<file path="config.mk">
export PLATFORM = sky130hd
export DESIGN_NAME = bbiow_top
export DESIGN_NICKNAME = d
export VERILOG_FILES = /design/src/bbiow_pkg.sv /design/src/bbiow_io_match.sv /design/src/bbiow_top.sv
export SDC_FILE = /design/constraint.sdc
export NUM_CORES = 1
export LEC_CHECK = 0
export BUFFER_PORTS_ARGS = -buffer_cell sky130_fd_sc_hd__buf_2
export CAP_MARGIN = 40
export CORE_UTILIZATION = 39
export CTS_BUF_LIST = sky130_fd_sc_hd__clkbuf_16
export CTS_CLUSTER_DIAMETER = 150
export DETAILED_ROUTE_END_ITERATION = 8
export SYNTH_ARGS = -nofsm -noshare
export SYNTH_HDL_FRONTEND = slang
export SYNTH_SLANG_ARGS = --single-unit
export TNS_END_PERCENT = 5
</file>
<file path="constraint.sdc">
create_clock -name pclk -period 6.1 [get_ports pclk]
set_clock_uncertainty 0.1 [all_clocks]
set_input_delay 0.305 -clock pclk [delete_from_list [all_inputs] [get_ports pclk]]
set_output_delay 0.305 -clock pclk [all_outputs]
set_load 0.02 [all_outputs]
</file>
<file path="src/bbiow_pkg.sv">
/*
 * Constants for the bridge bus number, I/O window and downstream-side
 * error flag register bank: register offsets, field positions, reset
 * values, flag layout and bus handshake states.
 * Assumes a 32-bit APB register bus with byte addresses.
 */
`default_nettype none

package bbiow_pkg;

   // ------------------------------------------------------------
   // Register offsets (byte addresses)
   // ------------------------------------------------------------
   localparam int unsigned BBIOW_ADDR_W = 8;
   localparam logic [7:0] BBIOW_OFF_BUS = 8'h18;
   localparam logic [7:0] BBIOW_OFF_IO_STAT = 8'h1c;
   localparam logic [7:0] BBIOW_OFF_IO_UPPER = 8'h30;
   localparam logic [7:0] BBIOW_OFF_CTRL = 8'h3c;

   // ------------------------------------------------------------
   // Field positions
   // ------------------------------------------------------------
   localparam int unsigned BBIOW_SEC_BUS_LSB = 8;
   localparam int unsigned BBIOW_SUB_BUS_LSB = 16;
   localparam int unsigned BBIOW_LAT_LSB = 24;
   localparam int unsigned BBIOW_IO_BASE_CAP_LSB = 0;
   localparam int unsigned BBIOW_IO_BASE_LSB = 4;
   localparam int unsigned BBIOW_IO_LIM_CAP_LSB = 8;
   localparam int unsigned BBIOW_IO_LIM_LSB = 12;
   localparam int unsigned BBIOW_UP_BASE_LSB = 0;
   localparam int unsigned BBIOW_UP_LIM_LSB = 16;
   localparam int unsigned BBIOW_CTRL_PERR_EN = 0;
   localparam int unsigned BBIOW_CTRL_SYS_ERR_EN = 1;
   localparam int unsigned BBIOW_STAT_BYTE = 3;

   // ------------------------------------------------------------
   // Field values and reset values
   // ------------------------------------------------------------
   localparam logic [7:0] BBIOW_BUS_RST = 8'h00;
   localparam logic [7:0] BBIOW_LAT_VAL = 8'h00;
   localparam logic [3:0] BBIOW_IO_CAP_VAL = 4'h1;
   localparam logic [3:0] BBIOW_IO_NIB_RST = 4'h0;
   localparam logic [15:0] BBIOW_UPPER_RST = 16'h0000;
   localparam logic [1:0] BBIOW_CTRL_RST = 2'h0;
   localparam logic [11:0] BBIOW_IO_BASE_LOW = 12'h000;
   localparam logic [11:0] BBIOW_IO_LIM_LOW = 12'hfff;
   localparam logic [31:0] BBIOW_ZERO_WORD = 32'h0000_0000;

   // ------------------------------------------------------------
   // Error flag layout: index order, bit position, clear style
   // ------------------------------------------------------------
   localparam int unsigned BBIOW_NFLAG = 6;
   localparam int unsigned BBIOW_FLAG_POS [BBIOW_NFLAG] =
      '{24, 27, 28, 29, 30, 31};
   // One marks a flag that software clears by writing one
   localparam logic [5:0] BBIOW_FLAG_W1C = 6'h31;
   localparam logic [5:0] BBIOW_FLAG_RST = 6'h00;

   // ------------------------------------------------------------
   // Bus handshake states
   // ------------------------------------------------------------
   typedef enum logic [1:0] {
      BBIOW_ST_IDLE = 2'b01,
      BBIOW_ST_RESP = 2'b10
   } bbiow_state_t;

endpackage : bbiow_pkg

`default_nettype wire

</file>
<file path="src/bbiow_io_match.sv">
/*
 * I/O window comparator: composes the full 32-bit lower and upper
 * window bounds and tells whether an address lies inside them.
 * Assumes the caller registers the result; purely combinational.
 */
`default_nettype none

module bbiow_io_match (
   // Window settings
   input wire logic [15:0] base_upper,
   input wire logic [3:0] base_nib,
   input wire logic [15:0] limit_upper,
   input wire logic [3:0] limit_nib,
   // Address under test
   input wire logic [31:0] addr,
   // Result
   output logic hit
);
   import bbiow_pkg::*;

   logic [31:0] lower_bound;
   logic [31:0] upper_bound;

   // Compose bounds: low bits zero below, all ones above
   always_comb begin
      lower_bound = {base_upper, base_nib, BBIOW_IO_BASE_LOW};
      upper_bound = {limit_upper, limit_nib, BBIOW_IO_LIM_LOW};
      hit = (addr >= lower_bound) && (addr <= upper_bound);
   end

endmodule : bbiow_io_match

`default_nettype wire

</file>
<file path="src/bbiow_top.sv">
/*
 * Bridge bus number, I/O window and downstream-side error flag bank.
 * Holds the bus range bytes, the I/O window fields and the sticky
 * error flags, answers APB register accesses, and decides I/O
 * forwarding and bus range membership.
 * Assumes single-clock surroundings: all event and request inputs come
 * from logic on pclk and need no synchroniser.
 */
// Overview of operation
// Bits 23:16 hold highest downstream bus number, read-write, reset zero.
// Software programs highest downstream bus number during enumeration.
// Latency byte bits 31:24 reads zero; writes ignored.
// I/O base 3:0 and limit 11:8 read one: 32-bit I/O.
// Bits 7:4 give lower bound address 15:12; low twelve bits zero.
// Bits 15:12 give upper bound address 15:12; low bits all ones.
// I/O base and limit decide whether I/O transactions are passed.
// Bound bits 31:16 come from separate upper-half registers.
// 66 MHz, fast back-to-back and select timing bits read zero.
// Bit 24 sets on downstream parity error; write one clears.
// Bit 24 never sets while parity error response is disabled.
// Bit 27 sets when completing a request with completer abort.
// Bit 28 sets on received completion with completer abort.
// Bit 29 sets on received completion with unsupported request.
// Bit 30 sets on sent fatal/nonfatal message with error reporting.
// Bit 31 sets on received poisoned packet; write one clears.
// Bits 15:8 hold secondary bus number, read-write, reset zero.
// Forward I/O only when address lies between composed bounds.
// Reserved status bits read zero; writes to read-only bits ignored.
`default_nettype none

module bbiow_top (
   // Clock and reset
   input wire logic pclk,
   input wire logic presetn,
   // APB register port
   input wire logic psel,
   input wire logic penable,
   input wire logic pwrite,
   input wire logic [bbiow_pkg::BBIOW_ADDR_W-1:0] paddr,
   input wire logic [31:0] pwdata,
   input wire logic [3:0] pstrb,
   output logic [31:0] prdata,
   output logic pready,
   output logic pslverr,
   // Downstream-side error events, one-cycle pulses
   input wire logic sec_parity_err_evt,
   input wire logic sec_cpl_abort_sent_evt,
   input wire logic sec_rx_cpl_abort_evt,
   input wire logic sec_rx_cpl_ur_evt,
   input wire logic err_msg_sent_evt,
   input wire logic sec_poisoned_rx_evt,
   // I/O forwarding check
   input wire logic io_req_valid,
   input wire logic [31:0] io_req_addr,
   output logic io_fwd_valid,
   output logic io_fwd_hit,
   // Bus number range check
   input wire logic bus_req_valid,
   input wire logic [7:0] bus_req_num,
   output logic bus_range_valid,
   output logic bus_in_range
);
   import bbiow_pkg::*;

   // ------------------------------------------------------------
   // Declarations
   // ------------------------------------------------------------
   bbiow_state_t state_q, state_d;
   logic [31:0] prdata_q, prdata_d;
   logic pslverr_q, pslverr_d, pready_q, pready_d;
   logic [7:0] sec_bus_q, sec_bus_d;
   logic [7:0] sub_bus_q, sub_bus_d;
   logic [3:0] io_base_q, io_base_d;
   logic [3:0] io_lim_q, io_lim_d;
   logic [15:0] up_base_q, up_base_d;
   logic [15:0] up_lim_q, up_lim_d;
   logic [1:0] ctrl_q, ctrl_d;
   logic [5:0] flag_q, flag_d;
   logic [5:0] flag_set, flag_clr;
   logic io_fwd_valid_q, io_fwd_valid_d;
   logic io_fwd_hit_q, io_fwd_hit_d;
   logic bus_valid_q, bus_valid_d;
   logic bus_in_q, bus_in_d;
   logic io_hit_raw;
   logic acc_done, wr_en, addr_ok;
   logic [31:0] rd_word;

   // ------------------------------------------------------------
   // APB handshake
   // ------------------------------------------------------------

   // Access completes on the edge where the slave shows ready
   assign acc_done = psel && penable && (state_q == BBIOW_ST_RESP);
   assign wr_en = acc_done && pwrite;

   // Address decode of the mapped words
   always_comb begin
      case (paddr)
         BBIOW_OFF_BUS: addr_ok = 1'b1;
         BBIOW_OFF_IO_STAT: addr_ok = 1'b1;
         BBIOW_OFF_IO_UPPER: addr_ok = 1'b1;
         BBIOW_OFF_CTRL: addr_ok = 1'b1;
         default: addr_ok = 1'b0;
      endcase
   end

   // Read data assembly; constant and reserved fields read fixed values
   always_comb begin
      rd_word = BBIOW_ZERO_WORD;
      case (paddr)
         BBIOW_OFF_BUS: begin
            rd_word[BBIOW_SEC_BUS_LSB +: 8] = sec_bus_q;
            rd_word[BBIOW_SUB_BUS_LSB +: 8] = sub_bus_q;
            rd_word[BBIOW_LAT_LSB +: 8] = BBIOW_LAT_VAL;
         end
         BBIOW_OFF_IO_STAT: begin
            rd_word[BBIOW_IO_BASE_CAP_LSB +: 4] = BBIOW_IO_CAP_VAL;
            rd_word[BBIOW_IO_BASE_LSB +: 4] = io_base_q;
            rd_word[BBIOW_IO_LIM_CAP_LSB +: 4] = BBIOW_IO_CAP_VAL;
            rd_word[BBIOW_IO_LIM_LSB +: 4] = io_lim_q;
            // Bits 26:16 other than flags stay zero
            for (int i = 0; i < BBIOW_NFLAG; i++) begin
               rd_word[BBIOW_FLAG_POS[i]] = flag_q[i];
            end
         end
         BBIOW_OFF_IO_UPPER: begin
            rd_word[BBIOW_UP_BASE_LSB +: 16] = up_base_q;
            rd_word[BBIOW_UP_LIM_LSB +: 16] = up_lim_q;
         end
         BBIOW_OFF_CTRL: begin
            rd_word[BBIOW_CTRL_PERR_EN +: 2] = ctrl_q;
         end
         default: rd_word = BBIOW_ZERO_WORD;
      endcase
   end

   // Next state: one wait cycle, then ready with data and error
   always_comb begin
      state_d = state_q;
      prdata_d = prdata_q;
      pslverr_d = 1'b0;
      pready_d = 1'b0;
      case (state_q)
         BBIOW_ST_IDLE: begin
            if (psel && penable) begin
               state_d = BBIOW_ST_RESP;
               pready_d = 1'b1;
               prdata_d = pwrite ? BBIOW_ZERO_WORD : rd_word;
               pslverr_d = !addr_ok;
            end
         end
         BBIOW_ST_RESP: begin
            state_d = BBIOW_ST_IDLE;
            prdata_d = BBIOW_ZERO_WORD;
         end
         default: begin
            state_d = BBIOW_ST_IDLE;
            prdata_d = BBIOW_ZERO_WORD;
         end
      endcase
   end

   // Handshake registers
   always_ff @(posedge pclk or negedge presetn) begin
      if (!presetn) begin
         state_q <= BBIOW_ST_IDLE;
         prdata_q <= BBIOW_ZERO_WORD;
         pslverr_q <= 1'b0;
         pready_q <= 1'b0;
      end else begin
         state_q <= state_d;
         prdata_q <= prdata_d;
         pslverr_q <= pslverr_d;
         pready_q <= pready_d;
      end
   end

   assign prdata = prdata_q;
   assign pready = pready_q;
   assign pslverr = pslverr_q;

   // ------------------------------------------------------------
   // Configuration fields
   // ------------------------------------------------------------

   // Byte-lane writes; read-only bytes and nibbles have no storage
   always_comb begin
      sec_bus_d = sec_bus_q;
      sub_bus_d = sub_bus_q;
      io_base_d = io_base_q;
      io_lim_d = io_lim_q;
      up_base_d = up_base_q;
      up_lim_d = up_lim_q;
      ctrl_d = ctrl_q;
      if (wr_en) begin
         case (paddr)
            BBIOW_OFF_BUS: begin
               if (pstrb[1]) begin
                  sec_bus_d = pwdata[BBIOW_SEC_BUS_LSB +: 8];
               end
               if (pstrb[2]) begin
                  sub_bus_d = pwdata[BBIOW_SUB_BUS_LSB +: 8];
               end
               // Latency byte is not stored
            end
            BBIOW_OFF_IO_STAT: begin
               if (pstrb[0]) begin
                  io_base_d = pwdata[BBIOW_IO_BASE_LSB +: 4];
               end
               if (pstrb[1]) begin
                  io_lim_d = pwdata[BBIOW_IO_LIM_LSB +: 4];
               end
            end
            BBIOW_OFF_IO_UPPER: begin
               if (pstrb[0]) begin
                  up_base_d[7:0] = pwdata[7:0];
               end
               if (pstrb[1]) begin
                  up_base_d[15:8] = pwdata[15:8];
               end
               if (pstrb[2]) begin
                  up_lim_d[7:0] = pwdata[23:16];
               end
               if (pstrb[3]) begin
                  up_lim_d[15:8] = pwdata[31:24];
               end
            end
            BBIOW_OFF_CTRL: begin
               if (pstrb[0]) begin
                  ctrl_d = pwdata[BBIOW_CTRL_PERR_EN +: 2];
               end
            end
            default: ctrl_d = ctrl_q;
         endcase
      end
   end

   // Configuration registers
   always_ff @(posedge pclk or negedge presetn) begin
      if (!presetn) begin
         sec_bus_q <= BBIOW_BUS_RST;
         sub_bus_q <= BBIOW_BUS_RST;
         io_base_q <= BBIOW_IO_NIB_RST;
         io_lim_q <= BBIOW_IO_NIB_RST;
         up_base_q <= BBIOW_UPPER_RST;
         up_lim_q <= BBIOW_UPPER_RST;
         ctrl_q <= BBIOW_CTRL_RST;
      end else begin
         sec_bus_q <= sec_bus_d;
         sub_bus_q <= sub_bus_d;
         io_base_q <= io_base_d;
         io_lim_q <= io_lim_d;
         up_base_q <= up_base_d;
         up_lim_q <= up_lim_d;
         ctrl_q <= ctrl_d;
      end
   end

   // ------------------------------------------------------------
   // Error flags
   // ------------------------------------------------------------

   // Event sources in flag index order, with enables applied
   always_comb begin
      flag_set[0] = sec_parity_err_evt &&
         ctrl_q[BBIOW_CTRL_PERR_EN];
      flag_set[1] = sec_cpl_abort_sent_evt;
      flag_set[2] = sec_rx_cpl_abort_evt;
      flag_set[3] = sec_rx_cpl_ur_evt;
      flag_set[4] = err_msg_sent_evt &&
         ctrl_q[BBIOW_CTRL_SYS_ERR_EN];
      flag_set[5] = sec_poisoned_rx_evt;
   end

   // Per flag: set wins over a write-one clear; read-only flags keep
   generate
      for (genvar g = 0; g < BBIOW_NFLAG; g++) begin : g_flag
         assign flag_clr[g] = wr_en && (paddr == BBIOW_OFF_IO_STAT) &&
            pstrb[BBIOW_STAT_BYTE] && pwdata[BBIOW_FLAG_POS[g]] &&
            BBIOW_FLAG_W1C[g];
         assign flag_d[g] = flag_set[g] || (flag_q[g] && !flag_clr[g]);
      end
   endgenerate

   // Flag registers
   always_ff @(posedge pclk or negedge presetn) begin
      if (!presetn) begin
         flag_q <= BBIOW_FLAG_RST;
      end else begin
         flag_q <= flag_d;
      end
   end

   // ------------------------------------------------------------
   // Forwarding and bus range decisions
   // ------------------------------------------------------------

   // Window comparison on the composed bounds
   bbiow_io_match u_io_match (
      .base_upper(up_base_q),
      .base_nib(io_base_q),
      .limit_upper(up_lim_q),
      .limit_nib(io_lim_q),
      .addr(io_req_addr),
      .hit(io_hit_raw)
   );

   // Results appear one cycle after the request
   always_comb begin
      io_fwd_valid_d = io_req_valid;
      io_fwd_hit_d = io_req_valid && io_hit_raw;
      bus_valid_d = bus_req_valid;
      bus_in_d = bus_req_valid && (bus_req_num >= sec_bus_q) &&
         (bus_req_num <= sub_bus_q);
   end

   // Decision registers
   always_ff @(posedge pclk or negedge presetn) begin
      if (!presetn) begin
         io_fwd_valid_q <= 1'b0;
         io_fwd_hit_q <= 1'b0;
         bus_valid_q <= 1'b0;
         bus_in_q <= 1'b0;
      end else begin
         io_fwd_valid_q <= io_fwd_valid_d;
         io_fwd_hit_q <= io_fwd_hit_d;
         bus_valid_q <= bus_valid_d;
         bus_in_q <= bus_in_d;
      end
   end

   assign io_fwd_valid = io_fwd_valid_q;
   assign io_fwd_hit = io_fwd_hit_q;
   assign bus_range_valid = bus_valid_q;
   assign bus_in_range = bus_in_q;

endmodule : bbiow_top

`default_nettype wire

</file>
==> summary.txt, run 1 <==
Clocking
  – Maximum clock insertion buffer count: 2
  – CTS clk-pin slew, worst paths: 0.07 ns
  – Resize count post-CTS: 0
  – Root buf cell: clkbuf_16
  – Num CTS Buffers: 9
  – TritonCTS clock tree: yes
  – Clk sink count: ~100
  – Post-CTS setup buffers: 0
  – CTS H-tree depth: 3
  – Skew-Pair Late Insertion Delay: between 0.3 and 0.4 ns

Synthesis
  – Synthesized area: ~0.0055 mm2
  – Yosys cell types: 42
  – Post-Syn Area per Cell: around 11 um2
  – List of most frequent post-synthesis cells: 103 x dfrtp_1, 75 x inv_1, 58 x mux2_2, 56 x ha_1, 28 x nand2_1
  – Post-synth top area share: 46.9%
  – Main synth FF type: dfrtp_1
  – Syn nets: 643
  – Post-synth EDFFs: 0
  – Mapped Cells: 490
  – Main area contributors after synthesis: dfrtp_1 47%, ha_1 13%, mux2_2 12%
  – Synth async-reset ratio: 100%
  – Number of synthesized register bits: 104
  – YS warnings: 0
  – Register area share after synthesis: 47.4%
  – Most frequent cell after synthesis: dfrtp_1
  – Post-synth top area cell: dfrtp_1

Worst setup path
  – Worst path slowest cell: a2111oi_0
  – CP max FO: 3
  – R2R Path Start: io_base_q[1]$_DFFE_PN0P_
  – WP data arrival: 2.41 ns
  – Reg2Reg Capture Point: io_fwd_hit$_DFF_PN0_
  – Data required, critical path: 6.28 ns
  – Max stage delay on crit path: 0.46 ns
  – Critical path capture point type: register
  – Worst Path Buf+Inv: 1
  – Worst Reg-to-Reg Cells: 8
  – Critical path, cell by cell: inv_1 > ha_1 > nor4b_1 > nand4_1 > a2111oi_0 > o211ai_1 > a21oi_1 > o311a_1
  – WS Path Type: register to register
  – Top delay family on crit path: compound AO/OA/AOI/OAI gates
  – Startpoint Class: register
  – R2R Setup Slk: 3.87 ns

Floorplan
  – Die area: 0.0146 mm2
  – I/O pin total: 135
  – Die Width: 121 um
  – Core ar.: 0.0135 mm2
  – Die Height: between 100 and 150 um
  – # rows: 42
  – Initial cell density of the core: 40.7%

Routing
  – Via count: 4324
  – Post-DR vias/cell: 5.33
  – Residual DRC count: 0
  – Routed len/inst: 17.6 um
  – Drt initial violations: 333
  – Post-DRT Antenna Nets: 0
  – Drt total wl: about 14000 um
  – Pre-Repair DR Iteration Count: 6

Global routing
  – First-pass GRT wire length: 22700 um
  – GRT Total Usage: about a fifth
  – Pin count of the biggest net entering global routing: 66
  – Initial antenna violation count: 0
  – Total grt overflow: 0
  – Number of global-route vias before repair: 4362

Layout
  – Nets: ~780
  – Synthesis-to-layout area growth: 21.8%
  – Post-route insts no fill: 811
  – Ant diodes: 0
  – Layout cell share with drive strength beyond 1: a little over a third

Power
  – Total design power: 1390 uW
  – PD cells: 208 mW/mm2
  – Worst VDD drop: 0.000164 V
  – Leakage: between 0.003 and 0.004 uW

STA
  – Setup TNS: 0 ns
  – Final min period: 2.23 ns
  – Fin. Hold Viols: 0
  – Worst-Margin Slew: 0.799 ns
  – RSZ-0062 raised after global routing: false
  – Slew HR: 46.6%
  – Final period util: 36.5%
  – Final Slew Violations: 0
  – Final setup vio count: 0
  – Max Clk Rate: 0.449 GHz

Worst hold path
  – Min-Delay Path Class: primary input to register
  – Hold Path Sink: flag_q[5]$_DFF_PN0_
  – Hold_sp: sec_poisoned_rx_evt
  – Worst hold path depth: 2

Place
  – Placer Congestion: 0.859
  – Dpl hpwl: 11200 um
  – Placed cells: 792
  – I/O Buffers: 134

Status
  – Status: complete, no violations

Job
  – Max Cap Viol: 0
-- per-stage QoR --
stage,setup WS (ns),cell area (um2),hold slack (ns),util [%]
floorplan,4.13,5490,-0.0906,-
global placement,3.74,6340,0.166,47.0
detailed placement,3.64,6370,0.167,47.2
CTS,3.90,6690,0.0242,49.5
global route,3.67,6690,0.0279,49.5
finish,3.87,6690,0.0339,49.5
-- worst max path at each step --
stage	endpoint	startpoint	depth (start not counted)	slack, ns
after floorplan	io_fwd_hit$_DFF_PN0_	io_base_q[1]$_DFFE_PN0P_	8	4.13
after global placement	prdata[21]$_DFFE_PN0P_	paddr[7]	7	3.74
after detailed placement	prdata[7]$_DFFE_PN0P_	paddr[5]	6	3.64
after CTS	io_fwd_hit$_DFF_PN0_	io_base_q[1]$_DFFE_PN0P_	8	3.90
after global routing	io_fwd_hit$_DFF_PN0_	io_base_q[1]$_DFFE_PN0P_	8	3.67
final	io_fwd_hit$_DFF_PN0_	io_base_q[1]$_DFFE_PN0P_	8	3.87
-- state kept, by name, indices dropped and copies added, names as in the netlist --
register	cells
io_base_q	4
bus_in_range	1
prdata	32
sec_bus_q	8
flag_q	6
io_lim_q	4
up_lim_q	16
bus_range_valid	1
sub_bus_q	8
io_fwd_hit	1
state_q	2
ctrl_q	2
io_fwd_valid	1
pslverr	1
pready	1
up_base_q	16
-- layout by cell type (no fill, tap or decap), types with 5 or more instances in the layout --
cell | synthesis | routed
buf_2 | 4 | 133
dfrtp_1 | 103 | 103
inv_1 | 75 | 76
mux2_2 | 58 | 58
ha_1 | 56 | 56
nand2_1 | 28 | 28
a222oi_1 | 22 | 22
a21oi_1 | 20 | 19
o21ai_0 | 18 | 18
nand4_1 | 12 | 12
nor2_1 | 10 | 10
a21o_1 | 9 | 9
clkbuf_16 | 0 | 9
a22o_1 | 6 | 6
nor2b_1 | 5 | 5
nand3_1 | 5 | 5
-- where the power goes --
group | switching (uW) | internal [uW]
Clock | 254 | 315
Combinational | 74.3 | 53.3
Sequential | 1.17 | 693
Total | 329 | 1060
-- area by class of cell --
cell class	count	area (um2)
multi-input cells	300	2550
clock inverters	7	62.6
inverters	75	282
clock buffers	9	225
repair buffers	140	746
well taps	176	220
flip-flops and latches	104	2600
fillers	1262	6820
-- routing by layer --
metal	vias up	part of all wire (%)	track usage (%)	wire (um)
met1	2112	46	28.4	6620
met2	149	46	33.1	6530
met3	11	6.5	4.48	919
li1	2052	-	-	-
met4	0	1.2	5.71	167
met5	-	0	0	0
-- cells by family after synthesis --
group	Yosys count	share of synthesized area [%]
DFF	104	47.4
and+or+nand+nor	94	9.50
AOI/OAI and AO/OA	92	12.2
buffers and inverters	86	6.20
muxes	58	11.9
adders and majority gates	56	12.8
-- timing repair --
item                                   CTS  global route
hold buffers                             3             0
endpoints found under the hold margin   32             0
setup endpoints to repair                0             0
No activity file was read; power rests on OpenSTA's default activity.
==> run 2: changes to the inputs <==
Clock period 6.1 ns to 1.8 ns, I/O delays scaled along.
==> summary.txt, run 2 (synthesis gave the netlist of run 1 again) <==
Floorplan
  – Core ar.: 0.0135 mm2
  – Die Height: 121 um
  – Initial cell density of the core: about two fifths
  – # rows: 42
  – Die area: 0.0146 mm2
  – I/O pin total: around 140
  – Die Width: between 100 and 150 um

Worst setup path
  – Critical path capture point type: register
  – WS Path Type: register to register
  – Data required, critical path: approximately 2 ns
  – Worst Reg-to-Reg Cells: 7
  – Worst path slowest cell: dfrtp_1
  – Max stage delay on crit path: 0.39 ns
  – WP data arrival: ~2.1 ns
  – Startpoint Class: register
  – CP max FO: 3
  – Critical path, cell by cell: ha_1 > nor4b_2 > nand4_1 > a2111oi_2 > o211ai_1 > a21oi_1 > o311a_1

Layout
  – Synthesis-to-layout area growth: 37.3%
  – Layout cell share with drive strength beyond 1: between 30% and 40%
  – Post-route insts no fill: 890
  – Ant diodes: 0
  – Commonest cells after routing, fill and taps aside: 133 x buf_2, 103 x dfrtp_1, 76 x inv_1, 58 x mux2_2, 54 x ha_1
  – Fin util: 55.8%
  – Largest register FFs: 32
  – Filler Cell Count: 1209
  – Nets: 864
  – Most common cell after layout, fill and taps aside: buf_2

Routing
  – Via count: 4620
  – Residual DRC count: 0
  – Drt initial violations: 262
  – Post-DR vias/cell: 5.19
  – Drt total wl: 15000 um
  – Routed len/inst: 16.9 um
  – Pre-Repair DR Iteration Count: 6
  – Post-DRT Antenna Nets: 0

Clocking
  – Root buf cell: clkbuf_16
  – CTS clk-pin slew, worst paths: 0.06 ns
  – Maximum clock insertion buffer count: 2
  – Clk sink count: between 100 and 150
  – CTS H-tree depth: 3
  – Skew-Pair Late Insertion Delay: 0.34 ns
  – TritonCTS clock tree: yes
  – Num CTS Buffers: 9

Global routing
  – Pin count of the biggest net entering global routing: 40
  – First-pass GRT wire length: 24300 um
  – Met2 usage: a little under two fifths
  – Met3 usage: 4.29%
  – GRT busiest layer: met2
  – Grt met1 use: 27.7%
  – Number of global-route vias before repair: 4841
  – GRT Total Usage: 21.9%
  – Initial antenna violation count: 0
  – Total grt overflow: 0

Place
  – I/O Buffers: 134
  – Placed cells: approximately 830
  – Place WS: -0.296 ns
  – Dpl hpwl: 11500 um
  – Placer Congestion: 0.838

STA
  – RSZ-0062 raised after global routing: true
  – Setup slack after layout: -0.161 ns
  – Final Slew Violations: 0
  – Max Clk Rate: 0.510 GHz
  – Min Hold Slack: around 0.1 ns
  – Final period util: 109%
  – Fin. Hold Viols: 0
  – Final setup vio count: 1
  – Slew HR: 70.2%
  – Worst-Margin Slew: 0.447 ns
  – Final min period: 1.96 ns

Status
  – Failing checks: negative setup slack
  – Status: finished, violations left

Power
  – PD cells: 615 mW/mm2
  – Clock power frac: 37.4%
  – Leakage: 0.00389 uW
  – Net load switching power: 1110 uW
  – Flop pwr share: 50.7%
  – Internal power: about 3500 uW
  – Total design power: 4640 uW
  – Worst VDD drop: around 0.0006 V
  – Gate power share: 11.9%
  – Switching Fraction: 23.9%

Job
  – Max Cap Viol: 0

Worst hold path
  – Worst hold path depth: 3
  – Min-Delay Path Class: primary input to register
[run 2: cell count changes in the layout (fill, tap and decap cells not counted), sizes merged]
| cell | change |
|---|---|
| buf | +43 |
| clkinv | -1 |
| dlygate4sd3 | +38 |
| bufinv | -1 |
[run 2: worst paths after layout]
| kind | end | start | slack [ns] |
|---|---|---|---|
| max in group asynchronous | state_q[0]$_DFFE_PN1P_ | presetn | 0.86 |
| setup / recovery | io_fwd_hit$_DFF_PN0_ | io_base_q[0]$_DFFE_PN0P_ | -0.16 |
| setup reg to reg | io_fwd_hit$_DFF_PN0_ | io_base_q[0]$_DFFE_PN0P_ | -0.16 |
| hold reg to reg | flag_q[1]$_DFF_PN0_ | flag_q[1]$_DFF_PN0_ | 0.37 |
| hold / removal | io_fwd_hit$_DFF_PN0_ | io_req_addr[31] | 0.10 |
| min in group asynchronous | prdata[11]$_DFFE_PN0P_ | presetn | 0.13 |
[run 2: cell type report]
class / instances / area, um2 / area share (%)
multi-input combinational: 300 / 2670 / 35.4
timing repair buffer: 221 / 1510 / 20.0
clock inverter: 5 / 28.8 / 0.382
clock buffer: 9 / 225 / 2.99
sequential: 104 / 2600 / 34.5
tap: 176 / 220 / 2.92
inverter: 75 / 282 / 3.73
[run 2: layer usage]
layer | vias up | share of wire (%) | wire [um]
li1 | 2197 | - | -
met1 | 2257 | 43 | 6510
met2 | 145 | 50 | 7540
met3 | 21 | 4.8 | 717
met4 | 0 | 1.7 | 252
met5 | - | 0 | 0
[run 2: power by group through the flow]
stage          registers [uW]  logic, uW  clock network [uW]
2_1_floorplan            2410        157                   0
3_3_place_gp             2390        443                   0
3_5_place_dp             2400        458                   0
4_1_cts                  2350        547                1790
5_1_grt                  2350        615                1870
6_report                 2350        551                1740
[run 2: metrics by stage]
step / instance area (um2) / TNS, ns
floorplan: 5490 / -0.0804
global placement: 6740 / -0.251
detailed placement: 6740 / -0.346
CTS: 7490 / -0.144
global route: 7540 / -0.382
finish: 7540 / -0.161
[run 2: worst max-delay path, delay by kind of cell (launching register included)]
kind,cells,cell delay (ns)
AO/OA/AOI/OAI,4,0.81
flip-flops,1,0.39
AND/OR/NAND/NOR,2,0.33
adder cells (fa/ha/maj),1,0.27
[run 2: timing repair]
action                                  in CTS  in global routing
pin swaps                                    1                 11
endpoints found under the setup margin      31                 36
hold buffers                                41                  0
hold endpoints to repair                   171                  0
setup buffers                                0                  1
resized for setup                           13                 13
==> run 3: changes to the inputs <==
Settings changed: CELL_PAD_IN_SITES_DETAIL_PLACEMENT set to 1, CELL_PAD_IN_SITES_GLOBAL_PLACEMENT set to 1, CORE_UTILIZATION 39 to 38, PLACE_DENSITY_LB_ADDON set to 0.1.
==> summary.txt, run 3 (synthesis gave the netlist of run 1 again) <==
Status
  – Status: finished, violations left
  – Failing checks: negative setup slack

Worst hold path
  – Min-Delay Path Class: primary input to asynchronous set/reset pin

Worst setup path
  – Worst Path Buf+Inv: 1
  – CP max FO: 2
  – Beginning of the critical path: io_base_q[1]$_DFFE_PN0P_
  – R2R Path Start: io_base_q[1]$_DFFE_PN0P_
  – Top delay family on crit path: compound AO/OA/AOI/OAI gates
  – Data required, critical path: 1.99 ns
  – Max stage delay on crit path: 0.37 ns
  – Critical path, cell by cell: inv_1 > ha_4 > nor4b_4 > nand4_1 > a2111oi_4 > o211ai_1 > a21oi_1 > o311a_1
  – Worst path slowest cell: a2111oi_4
  – Critical path capture point type: register
  – WS Path Type: register to register
  – Startpoint Class: register
  – WP data arrival: 2.23 ns

Power
  – Switching Fraction: between 20 and 25%
  – Leakage: a little under 0.004 uW
  – Total design power: 4910 uW
  – Internal power: about 3700 uW
  – Worst VDD drop: 0.000407 V
  – Flop pwr share: 47.9%
  – Net load switching power: 1210 uW
  – PD cells: 639 mW/mm2
  – Gate power share: roughly 12%
  – Clock power frac: 40.6%

Layout
  – Commonest cells after routing, fill and taps aside: 133 x buf_2, 103 x dfrtp_1, 76 x inv_1, 58 x mux2_2, 53 x ha_1
  – Largest register FFs: 32
  – Most common cell after layout, fill and taps aside: buf_2
  – Synthesis-to-layout area growth: 39.9%
  – Nets: 875
  – Filler Cell Count: 1568
  – Layout cell share with drive strength beyond 1: 39.8%
  – Finished Cell Area: 0.00768 mm2
  – Ant diodes: 0

Floorplan
  – Core ar.: 0.0140 mm2
  – Die Height: 122 um
  – # rows: 43
  – Die Width: 122 um
  – Die area: 0.0149 mm2
  – Initial cell density of the core: 39.3%
  – I/O pin total: about 140

Global routing
  – Initial antenna violation count: 0
  – Pin count of the biggest net entering global routing: 60
  – Number of global-route vias before repair: 5220
  – GRT Total Usage: 24.0%
  – First-pass GRT wire length: around 27000 um
  – Total grt overflow: 0

STA
  – Final Slew Violations: 0
  – Setup TNS: -0.234 ns
  – Final setup vio count: 1
  – Fin. Hold Viols: 0
  – Setup slack after layout: -0.234 ns
  – Final period util: 113%
  – Worst-Margin Slew: 0.425 ns
  – Slew HR: between 70% and 80%
  – Final min period: 2.03 ns
  – Min Hold Slack: 0.0539 ns
  – RSZ-0062 raised after global routing: true
  – Max Clk Rate: 0.492 GHz

Routing
  – Residual DRC count: 0
  – Post-DR vias/cell: roughly 5.3
  – Via count: 4783
  – Pre-Repair DR Iteration Count: 9
  – Post-DRT Antenna Nets: 0
  – Routed len/inst: 18.5 um
  – Drt initial violations: 320
  – Drt total wl: 16700 um

Clocking
  – CTS H-tree depth: 3
  – Root buf cell: clkbuf_16
  – Num CTS Buffers: 9
  – Maximum clock insertion buffer count: 2
  – Skew-Pair Late Insertion Delay: 0.36 ns
  – TritonCTS clock tree: yes
  – CTS clk-pin slew, worst paths: 0.07 ns
  – Clk sink count: 104

Job
  – Max Cap Viol: 0

Place
  – I/O Buffers: 134
  – Placer Congestion: a little over 0.8
  – Placed cell areas: 0.00684 mm2
  – Dpl hpwl: 12800 um
## run 3: cell count changes in the layout (fill, tap and decap cells not counted), sizes merged
| cell | before | now |
|---|---|---|
| inv | 77 | 78 |
| clkinvlp | 0 | 2 |
| bufinv | 0 | 1 |
| buf | 180 | 191 |
| clkinv | 3 | 1 |
## run 3: routing by layer
layer / vias to the layer above / track usage (%) / routed length [um]
met1: 2418 / 30.0 / 7210
met3: 13 / 4.18 / 723
met2: 127 / 42.7 / 8620
li1: 2225 / - / -
met4: 0 / 6.17 / 185
met5: - / 0 / 0
## run 3: through the flow
| step | instances | util (%) | worst slack, ns |
|---|---|---|---|
| after CTS | 906 | 54.4 | -0.254 |
| after global routing | 907 | 54.9 | -0.317 |
| after detailed placement | 848 | 48.9 | -0.445 |
| final | 907 | 54.9 | -0.234 |
| after floorplan | 490 | - | -0.0804 |
| after global placement | 848 | 48.9 | -0.353 |
## run 3: what timing repair did
action	in CTS	in global routing
setup buffers	1	1
hold buffers	41	0
hold endpoints to repair	171	0
gates resized for setup	10	11
endpoints found under the setup margin	27	24
pin swaps	2	6
## run 3: area by class of cell
| cell class | count | area [um2] | share of cell area (%) |
|---|---|---|---|
| multi-input combinational | 300 | 2680 | 34.9 |
| sequential | 104 | 2600 | 33.9 |
| timing repair buffer | 232 | 1600 | 20.8 |
| inverter | 75 | 282 | 3.66 |
| clock buffer | 9 | 225 | 2.93 |
| tap | 180 | 225 | 2.93 |
| clock inverter | 7 | 71.3 | 0.928 |
## run 3: power by group through the flow
stage | Sequential (uW) | Clock (uW) | Combinational [uW]
6_report | 2350 | 1990 | 566
5_1_grt | 2350 | 2130 | 629
4_1_cts | 2350 | 2050 | 553
3_5_place_dp | 2400 | 0 | 468
3_3_place_gp | 2400 | 0 | 447
2_1_floorplan | 2410 | 0 | 157
## run 3: final timing paths
kind                                          end  cells after the start  slack (ns)
hold / removal             prdata[11]$_DFFE_PN0P_                      2        0.05
setup / recovery             io_fwd_hit$_DFF_PN0_                      8       -0.23
hold reg to reg               flag_q[1]$_DFF_PN0_                      1        0.38
max in group asynchronous  state_q[0]$_DFFE_PN1P_                      3        0.86
setup reg to reg             io_fwd_hit$_DFF_PN0_                      8       -0.23
min in group pclk            io_fwd_hit$_DFF_PN0_                      3        0.09
